[src/rtl/pvg_pkg.sv]
// Purpose: constants for the input turn-off threshold and current-sense gain registers
// Assumes: words arrive already framed by the PMBus command decoder
// Notes: linear format, exponent in bits 15:11 of the word
package pvg_pkg;
  localparam logic [7:0]  PVG_CMD_INPUT_TURN_OFF_THRESHOLD_THR  = 8'h36;
  localparam logic [7:0]  PVG_CMD_CS_GAIN      = 8'h38;
  localparam logic [4:0]  PVG_THR_EXP          = 5'h1E;
  localparam logic [4:0]  PVG_GAIN_EXP         = 5'h10;
  localparam logic [10:0] PVG_THR_MANT_RST     = 11'h010;
  localparam logic [10:0] PVG_THR_MANT_MIN     = 11'h010;
  localparam logic [10:0] PVG_THR_MANT_MAX     = 11'h03F;
  localparam logic [10:0] PVG_THR_FINE_MAX     = 11'h025;
  localparam logic [10:0] PVG_THR_MID_MAX      = 11'h033;
  localparam logic [10:0] PVG_GAIN_MANT_RST    = 11'h020;
  localparam logic [10:0] PVG_GAIN_MANT_MIN    = 11'h010;
  localparam logic [10:0] PVG_GAIN_MANT_MAX    = 11'h1FC;
  localparam int          PVG_EXP_LSB          = 11;
  localparam logic [7:0]  PVG_PAGE_CH1         = 8'h00;
  localparam logic [7:0]  PVG_PAGE_CH2         = 8'h01;
  localparam logic [7:0]  PVG_PAGE_BOTH        = 8'hFF;
  typedef enum logic [1:0] {PVG_IDLE = 2'b00, PVG_LOAD = 2'b01} pvg_state_t;
endpackage

[src/rtl/pvg_regs.sv]
// Purpose: storage and write checking of the input turn-off threshold and per-channel current-sense gain
// Assumes: one-cycle write/read strobes from a PMBus front end; turn-on threshold supplied as a word
// Notes: user defaults are taken over in one load cycle after reset
`timescale 1ns/1ps
// Contract
// [RULE1] An in-range threshold is snapped to the nearest supported step before it is stored.
// [RULE2] An out-of-range threshold write flags the communication and invalid-data bits and raises alert.
// [RULE3] A rejected threshold write leaves the stored threshold unchanged.
// [RULE4] A threshold equal to or above the turn-on threshold is refused as out of range.
// [RULE5] The threshold resets to exponent minus two and mantissa 16, meaning 4 V.
// [RULE6] Only threshold mantissas 16 to 63 are accepted.
// [RULE7] The exponent field of both registers is read-only and written values there are dropped.
// [RULE8] The gain register carries the fixed exponent 10000, a 15.26 micro-ohm step.
// [RULE9] The gain mantissa resets to 32.
// [RULE10] The gain mantissa is limited to 16 through 508.
// [RULE11] Page 00 picks channel one, 01 channel two and 11 both channels for the gain; the code takes page FF for both.
// [RULE12] Channel one always takes gain writes, channel two only as master, a slave mirrors channel one; the code refuses a both-page write as slave.
// [RULE13] A channel-two gain write while slave is NACKed, flags an invalid command and raises alert.
// [RULE14] Stacked second devices must be given the master gain by the host, which hardware does not check.
// [RULE15] User-saved values may replace the factory defaults at start-up.
// [RULE16] A value is its two's-complement mantissa times two to the exponent.
// [RULE17] Each register moves as a 16-bit word with exponent in the high byte.
module pvg_regs
  import pvg_pkg::*;
(
  input  wire logic        clk,
  input  wire logic        nrst,
  input  wire logic        wr_stb,
  input  wire logic        rd_stb,
  input  wire logic [7:0]  cmd_code,
  input  wire logic [15:0] wr_word,
  input  wire logic [7:0]  page,
  input  wire logic        ch2_master,
  input  wire logic [15:0] input_turn_on_threshold,
  input  wire logic        user_load,
  input  wire logic [10:0] user_thr_mant,
  input  wire logic [10:0] user_gain1_mant,
  input  wire logic [10:0] user_gain2_mant,
  input  wire logic        status_clr,
  output logic      [15:0] rd_word,
  output logic             rd_valid,
  output logic             nack,
  output logic             cml_flag,
  output logic             invalid_data,
  output logic             invalid_command_fault,
  output logic             smb_alert_n,
  output logic      [15:0] thr_word,
  output logic      [15:0] gain1_word,
  output logic      [15:0] gain2_word
);
  logic [10:0] thr_reg, thr_next;
  logic [10:0] gain_reg [2];
  logic [10:0] gain_next [2];
  logic        user_done_reg, user_done_next;
  logic [15:0] rd_word_reg, rd_word_next;
  logic        rd_valid_reg, rd_valid_next;
  logic        nack_reg, nack_next;
  logic        cml_reg, cml_next;
  logic        ivd_reg, ivd_next;
  logic        ivc_reg, ivc_next;
  logic [10:0] wr_mant;
  logic [10:0] on_mant;
  logic        thr_ok;
  logic        gain_ok;
  logic        sel_ch1;
  logic        sel_ch2;
  logic        ch2_blocked;
  logic [10:0] thr_over;
  logic [10:0] thr_snap;

  // Exponent bits of the incoming word are never looked at
  assign wr_mant = wr_word[PVG_EXP_LSB-1:0]; // [RULE7] [RULE17]
  // Turn-on word shares the quarter-volt exponent, so mantissas compare directly
  assign on_mant = input_turn_on_threshold[PVG_EXP_LSB-1:0]; // [RULE16]
  // Range check uses the written mantissa; snapping raises 54, 58 and 62 by one, so a stored value can reach the turn-on value
  assign thr_ok  = !wr_mant[10] && wr_mant >= PVG_THR_MANT_MIN && wr_mant <= PVG_THR_MANT_MAX // [RULE6] [RULE1]
                   && wr_mant < on_mant; // [RULE4]
  assign gain_ok = !wr_mant[10] && wr_mant >= PVG_GAIN_MANT_MIN && wr_mant <= PVG_GAIN_MANT_MAX; // [RULE10]
  assign sel_ch1 = page == PVG_PAGE_CH1 || page == PVG_PAGE_BOTH; // [RULE11]
  assign sel_ch2 = page == PVG_PAGE_CH2 || page == PVG_PAGE_BOTH; // [RULE11]
  assign ch2_blocked = sel_ch2 && !ch2_master; // [RULE12]

  // Supported steps: every count up to 37, odd counts up to 51, then every fourth count to 63
  // Ties go to the lower step, but 54, 58 and 62 snap up by one towards the turn-on value
  always_comb
  begin
    thr_over = wr_mant - PVG_THR_MID_MAX;
    if (wr_mant <= PVG_THR_FINE_MAX)
      thr_snap = wr_mant; // [RULE1]
    else if (wr_mant <= PVG_THR_MID_MAX)
      thr_snap = wr_mant[0] ? wr_mant : wr_mant - 11'h001; // [RULE1]
    else
      thr_snap = PVG_THR_MID_MAX + {thr_over[10:2], 2'b00}
                 + ((thr_over[1:0] == 2'b11) ? 11'h004 : 11'h000); // [RULE1]
  end

  always_comb
  begin
    thr_next       = thr_reg;
    gain_next[0]   = gain_reg[0];
    gain_next[1]   = gain_reg[1];
    user_done_next = 1'b1;
    rd_word_next   = rd_word_reg;
    rd_valid_next  = 1'b0;
    nack_next      = 1'b0;
    cml_next       = cml_reg;
    ivd_next       = ivd_reg;
    ivc_next       = ivc_reg;
    if (status_clr)
    begin
      cml_next = 1'b0;
      ivd_next = 1'b0;
      ivc_next = 1'b0;
    end
    if (!user_done_reg && user_load)
    begin
      thr_next     = user_thr_mant; // [RULE15]
      gain_next[0] = user_gain1_mant; // [RULE15]
      gain_next[1] = user_gain2_mant; // [RULE15]
    end
    else if (wr_stb && cmd_code == PVG_CMD_INPUT_TURN_OFF_THRESHOLD_THR)
    begin
      if (thr_ok)
        thr_next = thr_snap; // [RULE1]
      else
      begin
        // Stored value kept; set beats a same-cycle clear
        cml_next = 1'b1; // [RULE2] [RULE3]
        ivd_next = 1'b1; // [RULE2]
      end
    end
    else if (wr_stb && cmd_code == PVG_CMD_CS_GAIN)
    begin
      if (ch2_blocked)
      begin
        // Whole command refused, even the channel-one half of a both-page write
        nack_next = 1'b1; // [RULE13]
        cml_next  = 1'b1; // [RULE13]
        ivc_next  = 1'b1; // [RULE13]
      end
      else if (!gain_ok)
      begin
        cml_next = 1'b1;
        ivd_next = 1'b1;
      end
      else
      begin
        if (sel_ch1)
          gain_next[0] = wr_mant; // [RULE12]
        if (sel_ch2)
          gain_next[1] = wr_mant; // [RULE12]
      end
    end
    if (rd_stb)
    begin
      rd_valid_next = 1'b1;
      case (cmd_code)
        PVG_CMD_INPUT_TURN_OFF_THRESHOLD_THR: rd_word_next = {PVG_THR_EXP, thr_reg}; // [RULE17]
        PVG_CMD_CS_GAIN:     rd_word_next = (page == PVG_PAGE_CH2)
                                            ? {PVG_GAIN_EXP, ch2_master ? gain_reg[1] : gain_reg[0]}
                                            : {PVG_GAIN_EXP, gain_reg[0]}; // [RULE8]
        default:             rd_word_next = 16'h0000;
      endcase
    end
  end

  always_ff @(posedge clk or negedge nrst)
  begin
    if (!nrst)
    begin
      thr_reg       <= PVG_THR_MANT_RST; // [RULE5]
      gain_reg[0]   <= PVG_GAIN_MANT_RST; // [RULE9]
      gain_reg[1]   <= PVG_GAIN_MANT_RST; // [RULE9]
      user_done_reg <= 1'b0;
      rd_word_reg   <= 16'h0000;
      rd_valid_reg  <= 1'b0;
      nack_reg      <= 1'b0;
      cml_reg       <= 1'b0;
      ivd_reg       <= 1'b0;
      ivc_reg       <= 1'b0;
    end
    else
    begin
      thr_reg       <= thr_next;
      gain_reg[0]   <= gain_next[0];
      gain_reg[1]   <= gain_next[1];
      user_done_reg <= user_done_next;
      rd_word_reg   <= rd_word_next;
      rd_valid_reg  <= rd_valid_next;
      nack_reg      <= nack_next;
      cml_reg       <= cml_next;
      ivd_reg       <= ivd_next;
      ivc_reg       <= ivc_next;
    end
  end

  // Registered copies so every output leaves a flip-flop
  logic [15:0] gain2_out_reg;
  logic        alert_n_reg;
  always_ff @(posedge clk or negedge nrst)
  begin
    if (!nrst)
    begin
      gain2_out_reg <= {PVG_GAIN_EXP, PVG_GAIN_MANT_RST};
      alert_n_reg   <= 1'b1;
    end
    else
    begin
      gain2_out_reg <= {PVG_GAIN_EXP, ch2_master ? gain_next[1] : gain_next[0]}; // [RULE12]
      alert_n_reg   <= !(cml_next || ivc_next); // [RULE2] [RULE13]
    end
  end

  assign rd_word               = rd_word_reg;
  assign rd_valid              = rd_valid_reg;
  assign nack                  = nack_reg;
  assign cml_flag              = cml_reg;
  assign invalid_data          = ivd_reg;
  assign invalid_command_fault = ivc_reg;
  assign smb_alert_n           = alert_n_reg;
  assign thr_word              = {PVG_THR_EXP, thr_reg};
  assign gain1_word            = {PVG_GAIN_EXP, gain_reg[0]};
  assign gain2_word            = gain2_out_reg;
endmodule

[config.mk]
export PLATFORM = sky130hd
export DESIGN_NAME = pvg_regs
export DESIGN_NICKNAME = d
export VERILOG_FILES = /design/src/rtl/pvg_pkg.sv /design/src/rtl/pvg_regs.sv
export SDC_FILE = /design/constraint.sdc
export NUM_CORES = 1
export LEC_CHECK = 0
export BUFFER_PORTS_ARGS = -buffer_cell sky130_fd_sc_hd__buf_2
export CAP_MARGIN = 20
export CORE_ASPECT_RATIO = 1.25
export CORE_MARGIN = 2
export CORE_UTILIZATION = 45
export DETAILED_ROUTE_END_ITERATION = 10
export PLACE_DENSITY = 0.76
export SETUP_SLACK_MARGIN = 0.4
export SLEW_MARGIN = 40
export SYNTH_ARGS = -nofsm -noshare
export SYNTH_HDL_FRONTEND = slang
export SYNTH_SLANG_ARGS = --single-unit
export TNS_END_PERCENT = 10
[constraint.sdc]
create_clock -name clk -period 1.62 [get_ports clk]
set_input_delay 0 -clock clk [delete_from_list [all_inputs] [get_ports clk]]
set_output_delay 0 -clock clk [all_outputs]
set_load 0.05 [all_outputs]
==> results.yml, run 1 <==
worst_hold_path:
  holdPathEnd: "thr_reg[1]"
  holdCritStartpoint: "user_thr_mant[1]"
  hold_depth: 3
  holdCritPathClass: "in -> reg"
layout:
  post_route_cells_drive_above_1_share: 0.4176
  area_delta_synth_final_pct: 52.00
  number_of_flip_flops_under_the_largest_register_name: 13
  insertedDiodeCount: 0
  finish.net_count: 856
  most_common_cell_after_layout_fill_and_taps_aside: "sky130_fd_sc_hd__buf_2"
  nFillCells: 729
  most-common-layout-cells: "125 x sky130_fd_sc_hd__buf_2, 66 x sky130_fd_sc_hd__buf_4, 63 x sky130_fd_sc_hd__nor2_1, 62 x sky130_fd_sc_hd__a21oi_1, 59 x sky130_fd_sc_hd__dfrtp_1"
clock_network:
  number_of_buffers_added_by_the_clock_tree_synthesis_step: 9
  root_buffer: "sky130_fd_sc_hd__clkbuf_16"
  clkSinkCount: 64
  clk_pin_slew_worst_paths_ps: 50
  insertion_delay_ps: 340
  tritoncts: "done"
  cts.path.max_buffers: 2
  htree_num_levels: 3
sta:
  timing_hold_violations_final: 0
  rsz0062_at_grt: "yes"
  minimum_period_implied_by_the_final_worst_setup_slack_ps: 1713
  transition_at_the_pin_with_the_smallest_max_transition_slack_ps: 1104
  slew-limit-headroom: 0.2615
  timing.final.ws_setup_ps: -92.60
  maxSlewViolCount: 0
  final.setup_skew_ps: 7.842
  max_freq_mhz: 583.9
  final-setup-viol-count: 21
  worst_hold_slack_after_final_layout_ps: 5.087
  final.period_utilization: 1.057
worst_setup_path:
  worstRegToRegCells: 4
  worstReg2RegEnd: "gain2_word[6]"
  cp_data_required_time_ps: 1790
  timing.setup.critical_path_class: "in -> reg"
  worst_ep_arrival_time_ps: 1880
  path_max_fanout: 9
  critical_path.endpoint_type: "register"
  worst_setup_path_start_kind: "input port"
  worst_r2r_startpoint: "user_done_reg"
  regToRegSetupSlack_ps: -40
die:
  die_area_mm2: 0.01091
  num_io_pins: 158
  row_count: 41
  die-width_um: 93.85
  die-height_um: 116.3
  initial_utilization: 0.4562
  placeableCoreArea_mm2: 0.009952
synthesis:
  syn_area_mm2: 0.004541
  yosys.area_share.simple: 0.2014
  seq_area_frac_synth: 0.3541
  postSynth.topFlopCell: "sky130_fd_sc_hd__dfrtp_1"
  combinational_family_with_the_most_area_after_synthesis: "compound AO/OA/AOI/OAI gates"
  synthesis_stage_register_bit_count: 64
  postSynth.asyncResetShare: 1.000
  multiplexer_fraction_of_the_synthesized_cell_area: 0.04657
  share_of_synthesized_cell_area_in_full_adder_half_adder_and_majority_cells: 0.05787
  yosys_warnings: 0
  syn_inst: 542
  synthXorXnorAreaFrac: 0.009645
  synth_edf_count: 0
  ys_types: 66
  synth_compound_area_frac: 0.2218
  syn_avg_cell_area_um2: 8.378
routing:
  drt-initial-drc-count: 390
  route.detailed.drc: 0
  postRouteWirelength_um: 15820
  postRouteAntennaNets: 0
  detailroute.via_count: 5004
  routed_wire_length_per_instance_um: 17.95
  drt_pass1_iterations: 5
  vias_per_cell: 5.680
power_and_ir_drop:
  leakage_nw: 3.262
  seq_power_share: 0.309
  irDropWorstVdd_v: 0.0005418
  net_switching_power_mw: 2.125
  cellPowerDensity_mw_per_mm2: 900.4
  power.share.clock: 0.388
  internal_power_mw: 4.089
  p_sw_frac: 0.3419
  p_comb_frac: 0.304
  post-layout-total-power_mw: 6.214
outcome:
  status: "finished, violations left"
  failed_checks: "negative setup slack"
grt:
  grt_pass1_vias: 4907
  number_of_antenna_violations_at_the_first_check_in_global_routing: 0
  grt.overflow.total: 0
  grt_max_degree: 65
  groute.usage.overall: 0.2834
  global_route_wire_length_before_repair_um: 24070
place:
  gpl_wtd_cong: 0.9054
  dp.final_hpwl_um: 10630
  port_buffers: 131
flow_run:
  cap_violations: 0
==> stage by stage <==
stage          cells  instance area (um^2)  setup slack [ps]    util  TNS (ps)
2_1_floorplan    557                  4683            -410.5       -    -10610
3_3_place_gp     826                  5687            -474.2  0.5714    -19050
3_5_place_dp     826                  5687            -514.7  0.5714    -21250
4_1_cts          876                  6608            -115.6  0.6639     -1022
5_1_grt          881                  6902            -154.6  0.6935     -3887
6_report         881                  6902            -92.60  0.6935    -992.7
==> cell families after synthesis <==
kind of cell	after synthesis
mux	21
fa+ha+maj	21
compound gates	151
other cells	2
xor+xnor	5
simple gates	189
flops	64
buf+inv	89
==> synth_stat cells (all sizes together), types with 4 or more instances <==
master	number	area share
nor2	69	0.057
a21oi	67	0.075
dfrtp	59	0.33
nand2	50	0.042
buf	40	0.066
clkbuf	26	0.021
inv	23	0.019
ha	21	0.058
mux2i	20	0.044
a31oi	18	0.028
nor2b	14	0.019
o21ai	13	0.017
a211oi	11	0.018
nand3	10	0.011
a221oi	9	0.017
nor3	7	0.0088
o221ai	7	0.014
and2	6	0.0083
nand4	6	0.0083
dfstp	5	0.029
or3	5	0.0069
a211o	4	0.0080
and3b	4	0.0077
nor4	4	0.0088
or2	4	0.0055
xor2	4	0.0077
==> final cells by class <==
class,count,area [um^2],area share
flip-flops and latches,64,1608,0.2330
multi-input cells,404,2937,0.4255
repair buffers,245,1739,0.2520
clock inverters,7,142.6,0.02067
clock buffers,9,225.2,0.03263
well taps,129,161.4,0.02339
inverters,23,88.84,0.01287
==> how the worst max path moves through the flow <==
stage	startpoint	depth (start not counted)	endpoint
6_report	wr_word[7]	9	gain2_word[1]
5_1_grt	page[3]	10	gain2_word[1]
4_1_cts	wr_word[1]	11	thr_reg[5]
3_5_place_dp	page[3]	9	gain2_word[0]
3_3_place_gp	wr_word[6]	11	thr_reg[7]
2_1_floorplan	wr_word[8]	9	thr_reg[7]
==> power groups by stage <==
stage | sequential (mW) | combinational [mW] | clock [mW]
2_1_floorplan | 2.25 | 0.814 | 0
3_3_place_gp | 1.91 | 1.62 | 0
3_5_place_dp | 1.92 | 1.65 | 0
4_1_cts | 1.90 | 1.77 | 2.41
5_1_grt | 1.93 | 2.00 | 2.50
6_report | 1.92 | 1.89 | 2.41
==> timing repair <==
item	in CTS	in global routing
gates cloned	0	0
gates resized for setup	46	53
hold buffers	33	0
pin swaps	19	26
endpoints found under the hold margin	101	0
buffers inserted	1	5
setup endpoints to repair	60	60
==> per-layer routing <==
| layer | GRT usage | vias to the layer above | routed length, um |
|---|---|---|---|
| met5 | 0 | - | 0 |
| met4 | 0.1565 | 0 | 886 |
| met3 | 0.04065 | 63 | 907 |
| met2 | 0.4943 | 231 | 7960 |
| met1 | 0.3351 | 2421 | 6061 |
| li1 | - | 2289 | - |
==> worst max-delay path, stage by stage <==
cell and delay, ps:
sky130_fd_sc_hd__buf_6 90, sky130_fd_sc_hd__or4_4 540, sky130_fd_sc_hd__o31a_2 320, sky130_fd_sc_hd__o31ai_4 100
sky130_fd_sc_hd__nor3_2 90, sky130_fd_sc_hd__buf_4 160, sky130_fd_sc_hd__buf_6 140, sky130_fd_sc_hd__a21oi_1 330
sky130_fd_sc_hd__a221oi_2 100
No activity file was read; power rests on OpenSTA's default activity.
==> run 2: changes to the inputs <==
--- a/config.mk
+++ b/config.mk
@@ -8,7 +8,6 @@
 export BUFFER_PORTS_ARGS = -buffer_cell sky130_fd_sc_hd__buf_2
 export CAP_MARGIN = 20
 export CORE_ASPECT_RATIO = 1.25
-export CORE_MARGIN = 2
 export CORE_UTILIZATION = 45
 export DETAILED_ROUTE_END_ITERATION = 10
 export PLACE_DENSITY = 0.76
==> run 2 against run 1 <==
Compared with the run above:
- the run still ends with negative setup slack left
- cell area fell by 1.4%
- non-clock buffer count rose by 5
- cell count rose by 0.23%
- global-route usage fell by 0.34 points
- hold slack improved by 27 ps
- combinational power fell by 3%
- clock power fell by 7%
- core utilization rose by 0.73 points
- flip-flop and latch count did not move
- critical endpoint unchanged
- largest cell class unchanged
- largest power group unchanged
==> results.yml, run 2 (synthesized netlist as in run 1, its figures left out) <==
routing:
  postRouteAntennaNets: 0
  routed_wire_length_per_instance_um: 17.06
  drt_pass1_iterations: 6
  route.detailed.drc: 0
  detailroute.via_count: 5025
  drt-initial-drc-count: 441
  vias_per_cell: 5.691
  postRouteWirelength_um: 15060
worst_setup_path:
  critical_path.endpoint_type: "register"
  worst_ep_arrival_time_ps: 2000
  timing.setup.critical_path_class: "in -> reg"
  path_max_fanout: 8
  worst_setup_path_start_kind: "input port"
  cp_data_required_time_ps: 1840
sta:
  timing_hold_violations_final: 0
  final.setup_skew_ps: 7.192
  slew-limit-headroom: 0.3996
  final.period_utilization: 1.101
  final-setup-viol-count: 15
  transition_at_the_pin_with_the_smallest_max_transition_slack_ps: 897.3
  timing.final.ws_setup_ps: -163.2
  tns_ps: -1067
  max_freq_mhz: 560.8
  rsz0062_at_grt: "yes"
  minimum_period_implied_by_the_final_worst_setup_slack_ps: 1783
  maxSlewViolCount: 0
power_and_ir_drop:
  leakage_nw: 3.244
  post-layout-total-power_mw: 5.996
  cellPowerDensity_mw_per_mm2: 881.2
  irDropWorstVdd_v: 0.0004037
clock_network:
  clk_pin_slew_worst_paths_ps: 50
  clkSinkCount: 64
  htree_num_levels: 3
  insertion_delay_ps: 340
  number_of_buffers_added_by_the_clock_tree_synthesis_step: 9
  root_buffer: "sky130_fd_sc_hd__clkbuf_16"
  cts.path.max_buffers: 2
  tritoncts: "done"
die:
  row_count: 40
  die-height_um: 114.3
  num_io_pins: 158
  initial_utilization: 0.4677
  die_area_mm2: 0.01050
  die-width_um: 91.85
  placeableCoreArea_mm2: 0.009709
layout:
  area_delta_synth_final_pct: 49.85
  most_common_cell_after_layout_fill_and_taps_aside: "sky130_fd_sc_hd__buf_2"
  number_of_flip_flops_under_the_largest_register_name: 13
  insertedDiodeCount: 0
  finish.net_count: 861
  most-common-layout-cells: "127 x sky130_fd_sc_hd__buf_2, 72 x sky130_fd_sc_hd__buf_4, 64 x sky130_fd_sc_hd__nor2_1, 59 x sky130_fd_sc_hd__dfrtp_1, 55 x sky130_fd_sc_hd__a21oi_1"
  post_route_cells_drive_above_1_share: 0.4069
  final_core_util: 0.7008
  nFillCells: 706
  layout.cells.non_filler: 883
outcome:
  status: "finished, violations left"
  failed_checks: "negative setup slack"
flow_run:
  cap_violations: 0
grt:
  grt.overflow.total: 0
  global_route_wire_length_before_repair_um: 22830
  grt_max_degree: 27
  groute.usage.overall: 0.2800
  number_of_antenna_violations_at_the_first_check_in_global_routing: 0
  grt_pass1_vias: 4811
place:
  gpl_wtd_cong: 0.8651
  port_buffers: 131
  dp_slack_ps: -525.6
  placed_cells: 826
  dp.final_hpwl_um: 10520
worst_hold_path:
  holdCritPathClass: "in -> reg"
## run 2: cell types whose count changed in the layout (fill, tap and decap cells not counted), sizes merged
cell	change
inv	-1
dlygate4sd3	+2
bufinv	-1
clkbuf	+1
buf	+2
clkinvlp	+1
clkinv	+1
## run 2: critical path, cell delays in order
cell                       delay [ps]
sky130_fd_sc_hd__buf_6             90
sky130_fd_sc_hd__or4_4            540
sky130_fd_sc_hd__nor4_4           190
sky130_fd_sc_hd__a22oi_2           90
sky130_fd_sc_hd__or3_4            440
sky130_fd_sc_hd__buf_12           170
sky130_fd_sc_hd__nor2_2            90
sky130_fd_sc_hd__a21oi_2           60
sky130_fd_sc_hd__a221oi_2         340
## run 2: power by group
part	switching [mW]	internal [mW]	total, mW
sequential	0.130	1.78	1.91
combinational	1.21	0.632	1.84
clock	0.743	1.50	2.25
## run 2: through the flow
| step | instance area [um^2] | hold slack [ps] |
|---|---|---|
| after floorplan | 4683 | -295.6 |
| after global placement | 5731 | 58.03 |
| after detailed placement | 5731 | 60.74 |
| after CTS | 6570 | 4.659 |
| after global routing | 6804 | 18.84 |
| final | 6804 | 31.60 |
## run 2: worst paths after layout
check | from | endpoint | slack, ps | depth (start not counted)
worst max-delay path | page[3] | gain2_word[1] | -160 | 9
worst min-delay path | user_thr_mant[1] | thr_reg[1] | 30 | 3
worst max register to register | user_done_reg | gain2_word[1] | 60 | 4
worst min register to register | rd_word[15] | rd_word[15] | 520 | 2
max in group asynchronous | nrst | thr_reg[4] | 780 | 3
min in group asynchronous | nrst | rd_word[0] | 230 | 2
## run 2: timing repair
action | 4_1_cts | 5_1_grt
endpoints found under the hold margin | 57 | 0
setup buffers | 0 | 5
cloned | 0 | 1
resized for setup | 35 | 37
setup endpoints to repair | 60 | 61
hold buffers | 35 | 0
pin swaps | 14 | 26
## run 2: layer usage
layer / global-route usage / routed length (um) / vias up
met1: 0.3169 / 5642 / 2370
met2: 0.5070 / 7645 / 286
li1: - / - / 2302
met5: 0 / 0 / -
met3: 0.04117 / 1023 / 67
met4: 0.1479 / 748 / 0
## run 2: area by class of cell
cell class	count	area, um^2	share of cell area
Clock buffer	9	225.2	0.03310
Timing Repair Buffer	250	1777	0.2611
Inverter	23	88.84	0.01306
Multi-Input combinational cell	404	2828	0.4156
Sequential cell	64	1608	0.2363
Clock inverter	7	120.1	0.01765
Tap cell	126	157.7	0.02317
==> run 3: changes to the inputs <==
--- a/config.mk
+++ b/config.mk
@@ -5,6 +5,7 @@
 export SDC_FILE = /design/constraint.sdc
 export NUM_CORES = 1
 export LEC_CHECK = 0
+export ABC_AREA = 1
 export BUFFER_PORTS_ARGS = -buffer_cell sky130_fd_sc_hd__buf_2
 export CAP_MARGIN = 20
 export CORE_ASPECT_RATIO = 1.25
==> run 3 against run 2 <==
Compared with the run above:
- the run now ends clean
- clock power fell by 3%
- global-route usage decreased by 0.90 points
- critical path type unchanged
- wire length decreased by 2.7%
- highest routed layer unchanged
- synthesized cell count increased by 17%
==> results.yml, run 3 <==
outcome:
  status: "finished clean"
die:
  row_count: 41
  die-width_um: 92.97
  placeableCoreArea_mm2: 0.01005
  num_io_pins: 158
  initial_utilization: 0.4629
  die_area_mm2: 0.01076
  die-height_um: 115.7
place:
  placed_cells: 886
  dp.final_hpwl_um: 10210
  port_buffers: 131
  gpl_wtd_cong: 0.8791
  placement.cell_area_mm2: 0.005664
  dp_slack_ps: -20.07
sta:
  worst_hold_slack_after_final_layout_ps: 12.23
  timing_hold_violations_final: 0
  transition_at_the_pin_with_the_smallest_max_transition_slack_ps: 558.4
  final-setup-viol-count: 0
  final.setup_skew_ps: 3.375
  timing.final.ws_setup_ps: 283.0
  slew-limit-headroom: 0.6273
  maxSlewViolCount: 0
  final.period_utilization: 0.8253
  max_freq_mhz: 747.9
  minimum_period_implied_by_the_final_worst_setup_slack_ps: 1337
  rsz0062_at_grt: "yes"
routing:
  route.detailed.drc: 0
  routed_wire_length_per_instance_um: 15.41
  drt_pass1_iterations: 5
  vias_per_cell: 5.310
  detailroute.via_count: 5050
  postRouteWirelength_um: 14650
  drt-initial-drc-count: 405
  postRouteAntennaNets: 0
synthesis:
  share_of_the_synthesized_area_in_the_top_cell_type: 0.3172
  yosys_warnings: 0
  synthesis_stage_register_bit_count: 64
  yosysMostFrequentCell: "sky130_fd_sc_hd__nand2_1"
  ys_types: 42
  post_synth_most_frequent_cells: "162 x sky130_fd_sc_hd__nand2_1, 62 x sky130_fd_sc_hd__nand3_1, 59 x sky130_fd_sc_hd__dfrtp_1, 59 x sky130_fd_sc_hd__inv_1, 50 x sky130_fd_sc_hd__nor2_1"
  post_synth_main_area_contributors: "sky130_fd_sc_hd__dfrtp_1 32%, sky130_fd_sc_hd__nand2_1 13%, sky130_fd_sc_hd__nand3_1 6.7%"
  postSynth.topFlopCell: "sky130_fd_sc_hd__dfrtp_1"
  postSynth.asyncResetShare: 1.000
  syn_avg_cell_area_um2: 7.365
  yosys.area.top_type: "sky130_fd_sc_hd__dfrtp_1"
  seq_area_frac_synth: 0.3454
  synth_edf_count: 0
  syn_inst: 632
  syn_area_mm2: 0.004654
clock_network:
  cts.path.max_buffers: 2
  number_of_buffers_added_by_the_clock_tree_synthesis_step: 9
  tritoncts: "done"
  clk_pin_slew_worst_paths_ps: 60
  htree_num_levels: 3
  insertion_delay_ps: 330
  clkSinkCount: 64
  root_buffer: "sky130_fd_sc_hd__clkbuf_16"
layout:
  most-common-layout-cells: "153 x sky130_fd_sc_hd__nand2_1, 128 x sky130_fd_sc_hd__buf_2, 59 x sky130_fd_sc_hd__nand3_1, 59 x sky130_fd_sc_hd__dfrtp_1, 50 x sky130_fd_sc_hd__inv_1"
  nFillCells: 845
  final_cell_area_mm2: 0.006658
  area_taken_by_multi_input_logic_gates_mm2: 0.002790
  number_of_flip_flops_under_the_largest_register_name: 13
  ff_latch_area_mm2: 0.001608
  post_route_cells_drive_above_1_share: 0.3805
  area_delta_synth_final_pct: 43.04
  most_common_cell_after_layout_fill_and_taps_aside: "sky130_fd_sc_hd__nand2_1"
  finish.net_count: 924
  layout.cells.non_filler: 951
grt:
  global_route_wire_length_before_repair_um: 22580
  grt_pass1_vias: 4847
  grt.overflow.total: 0
  groute.usage.overall: 0.2711
  grt_max_degree: 44
  number_of_antenna_violations_at_the_first_check_in_global_routing: 2
worst_setup_path:
  critical_path.endpoint_type: "register"
  worstRegToRegCells: 7
  timing.critical_path.from: "page[4]"
  worstReg2RegEnd: "gain2_word[1]"
  regToRegSetupSlack_ps: 300
  worst_ep_arrival_time_ps: 1540
  critPathTopFamily: "simple AND/OR/NAND/NOR gates"
  timing.setup.critical_path_class: "in -> reg"
  worst-path-buf-inv: 4
  path_max_fanout: 5
  worst_setup_path_start_kind: "input port"
  cp_common_cell: "sky130_fd_sc_hd__nor2_4"
  crit_path_end: "rd_word[5]"
  critical-path-max-stage-delay_ps: 330
  worst_path_max_delay_cell: "sky130_fd_sc_hd__o21ai_0"
  cp_cell_sequence: "buf_6 > nor2_4 > nand3_2 > inv_1 > nand4_1 > nor2_4 > buf_4 > clkinvlp_4 > o21ai_0 > a31oi_1"
  cp_data_required_time_ps: 1820
  timing.critical_path.depth: 10
  worst_r2r_startpoint: "user_done_reg"
power_and_ir_drop:
  irDropWorstVdd_v: 0.0005477
  cellPowerDensity_mw_per_mm2: 893.8
  leakage_nw: 3.375
  post-layout-total-power_mw: 5.951
worst_hold_path:
  holdCritPathClass: "in -> reg"
flow_run:
  cap_violations: 0
[run 3: timing repair]
item / in CTS / in global routing
setup endpoints to repair: 53 / 49
gates resized for setup: 16 / 31
buffers inserted: 4 / 4
pin swaps: 2 / 12
cloned: 3 / 2
hold buffers: 34 / 0
hold endpoints to repair: 107 / 0
[run 3: tightest hold or removal path: stages]
cell and delay [ps]:
sky130_fd_sc_hd__buf_2 90, sky130_fd_sc_hd__o22ai_1 100, sky130_fd_sc_hd__a21oi_2 110
[run 3: worst min-delay path by stage]
stage                          endpoint        startpoint  cells past startpoint  slack [ps]
final                        thr_reg[0]  user_thr_mant[0]                      3          10
after global routing         thr_reg[0]  user_thr_mant[0]                      3          30
after CTS                    thr_reg[0]  user_thr_mant[0]                      3          10
after detailed placement  gain2_word[6]              nrst                      2          20
after global placement    gain2_word[6]              nrst                      2          20
after floorplan                cml_flag              nrst                      0        -300
[run 3: kinds of logic after synthesis]
| group | count (synthesis) | share of synthesized area |
|---|---|---|
| AOI/OAI and AO/OA | 71 | 0.08844 |
| xor gates and xnor gates | 7 | 0.01317 |
| adders and majority gates | 21 | 0.05645 |
| buffers and inverters | 121 | 0.1333 |
| DFF | 64 | 0.3454 |
| other | 2 | 0.001614 |
| and+or+nand+nor | 346 | 0.3616 |
[run 3: layout make-up]
cell class | instances | area share
multi-input cells | 463 | 0.4191
flip-flops and latches | 64 | 0.2415
repair buffers | 208 | 0.2173
inverters | 67 | 0.04435
clock buffers | 10 | 0.03439
well taps | 129 | 0.02424
clock inverters | 6 | 0.01616
repair inverters | 2 | 0.002255
diodes | 2 | 0.0007517
[run 3: layer usage]
layer  track usage  wire (um)  up-vias
li1              -          -     2378
met4        0.1559        775        0
met1        0.3017       5420     2357
met5             0          0        -
met3       0.04593        900       58
met2        0.4868       7555      257
[run 3: metrics by stage]
stage,TNS [ps],utilization
final,0,0.6621
after global routing,0,0.6621
after CTS,0,0.6466
after detailed placement,-45.00,0.5633
after global placement,0,0.5633
after floorplan,0,-
[run 3: where the power goes]
| part | leakage [nW] | internal, mW | switching [mW] |
|---|---|---|---|
| registers | 0.777 | 1.78 | 0.126 |
| logic | 2.44 | 0.574 | 1.28 |
| clock network | 0.162 | 1.50 | 0.693 |
| total | 3.38 | 3.85 | 2.10 |
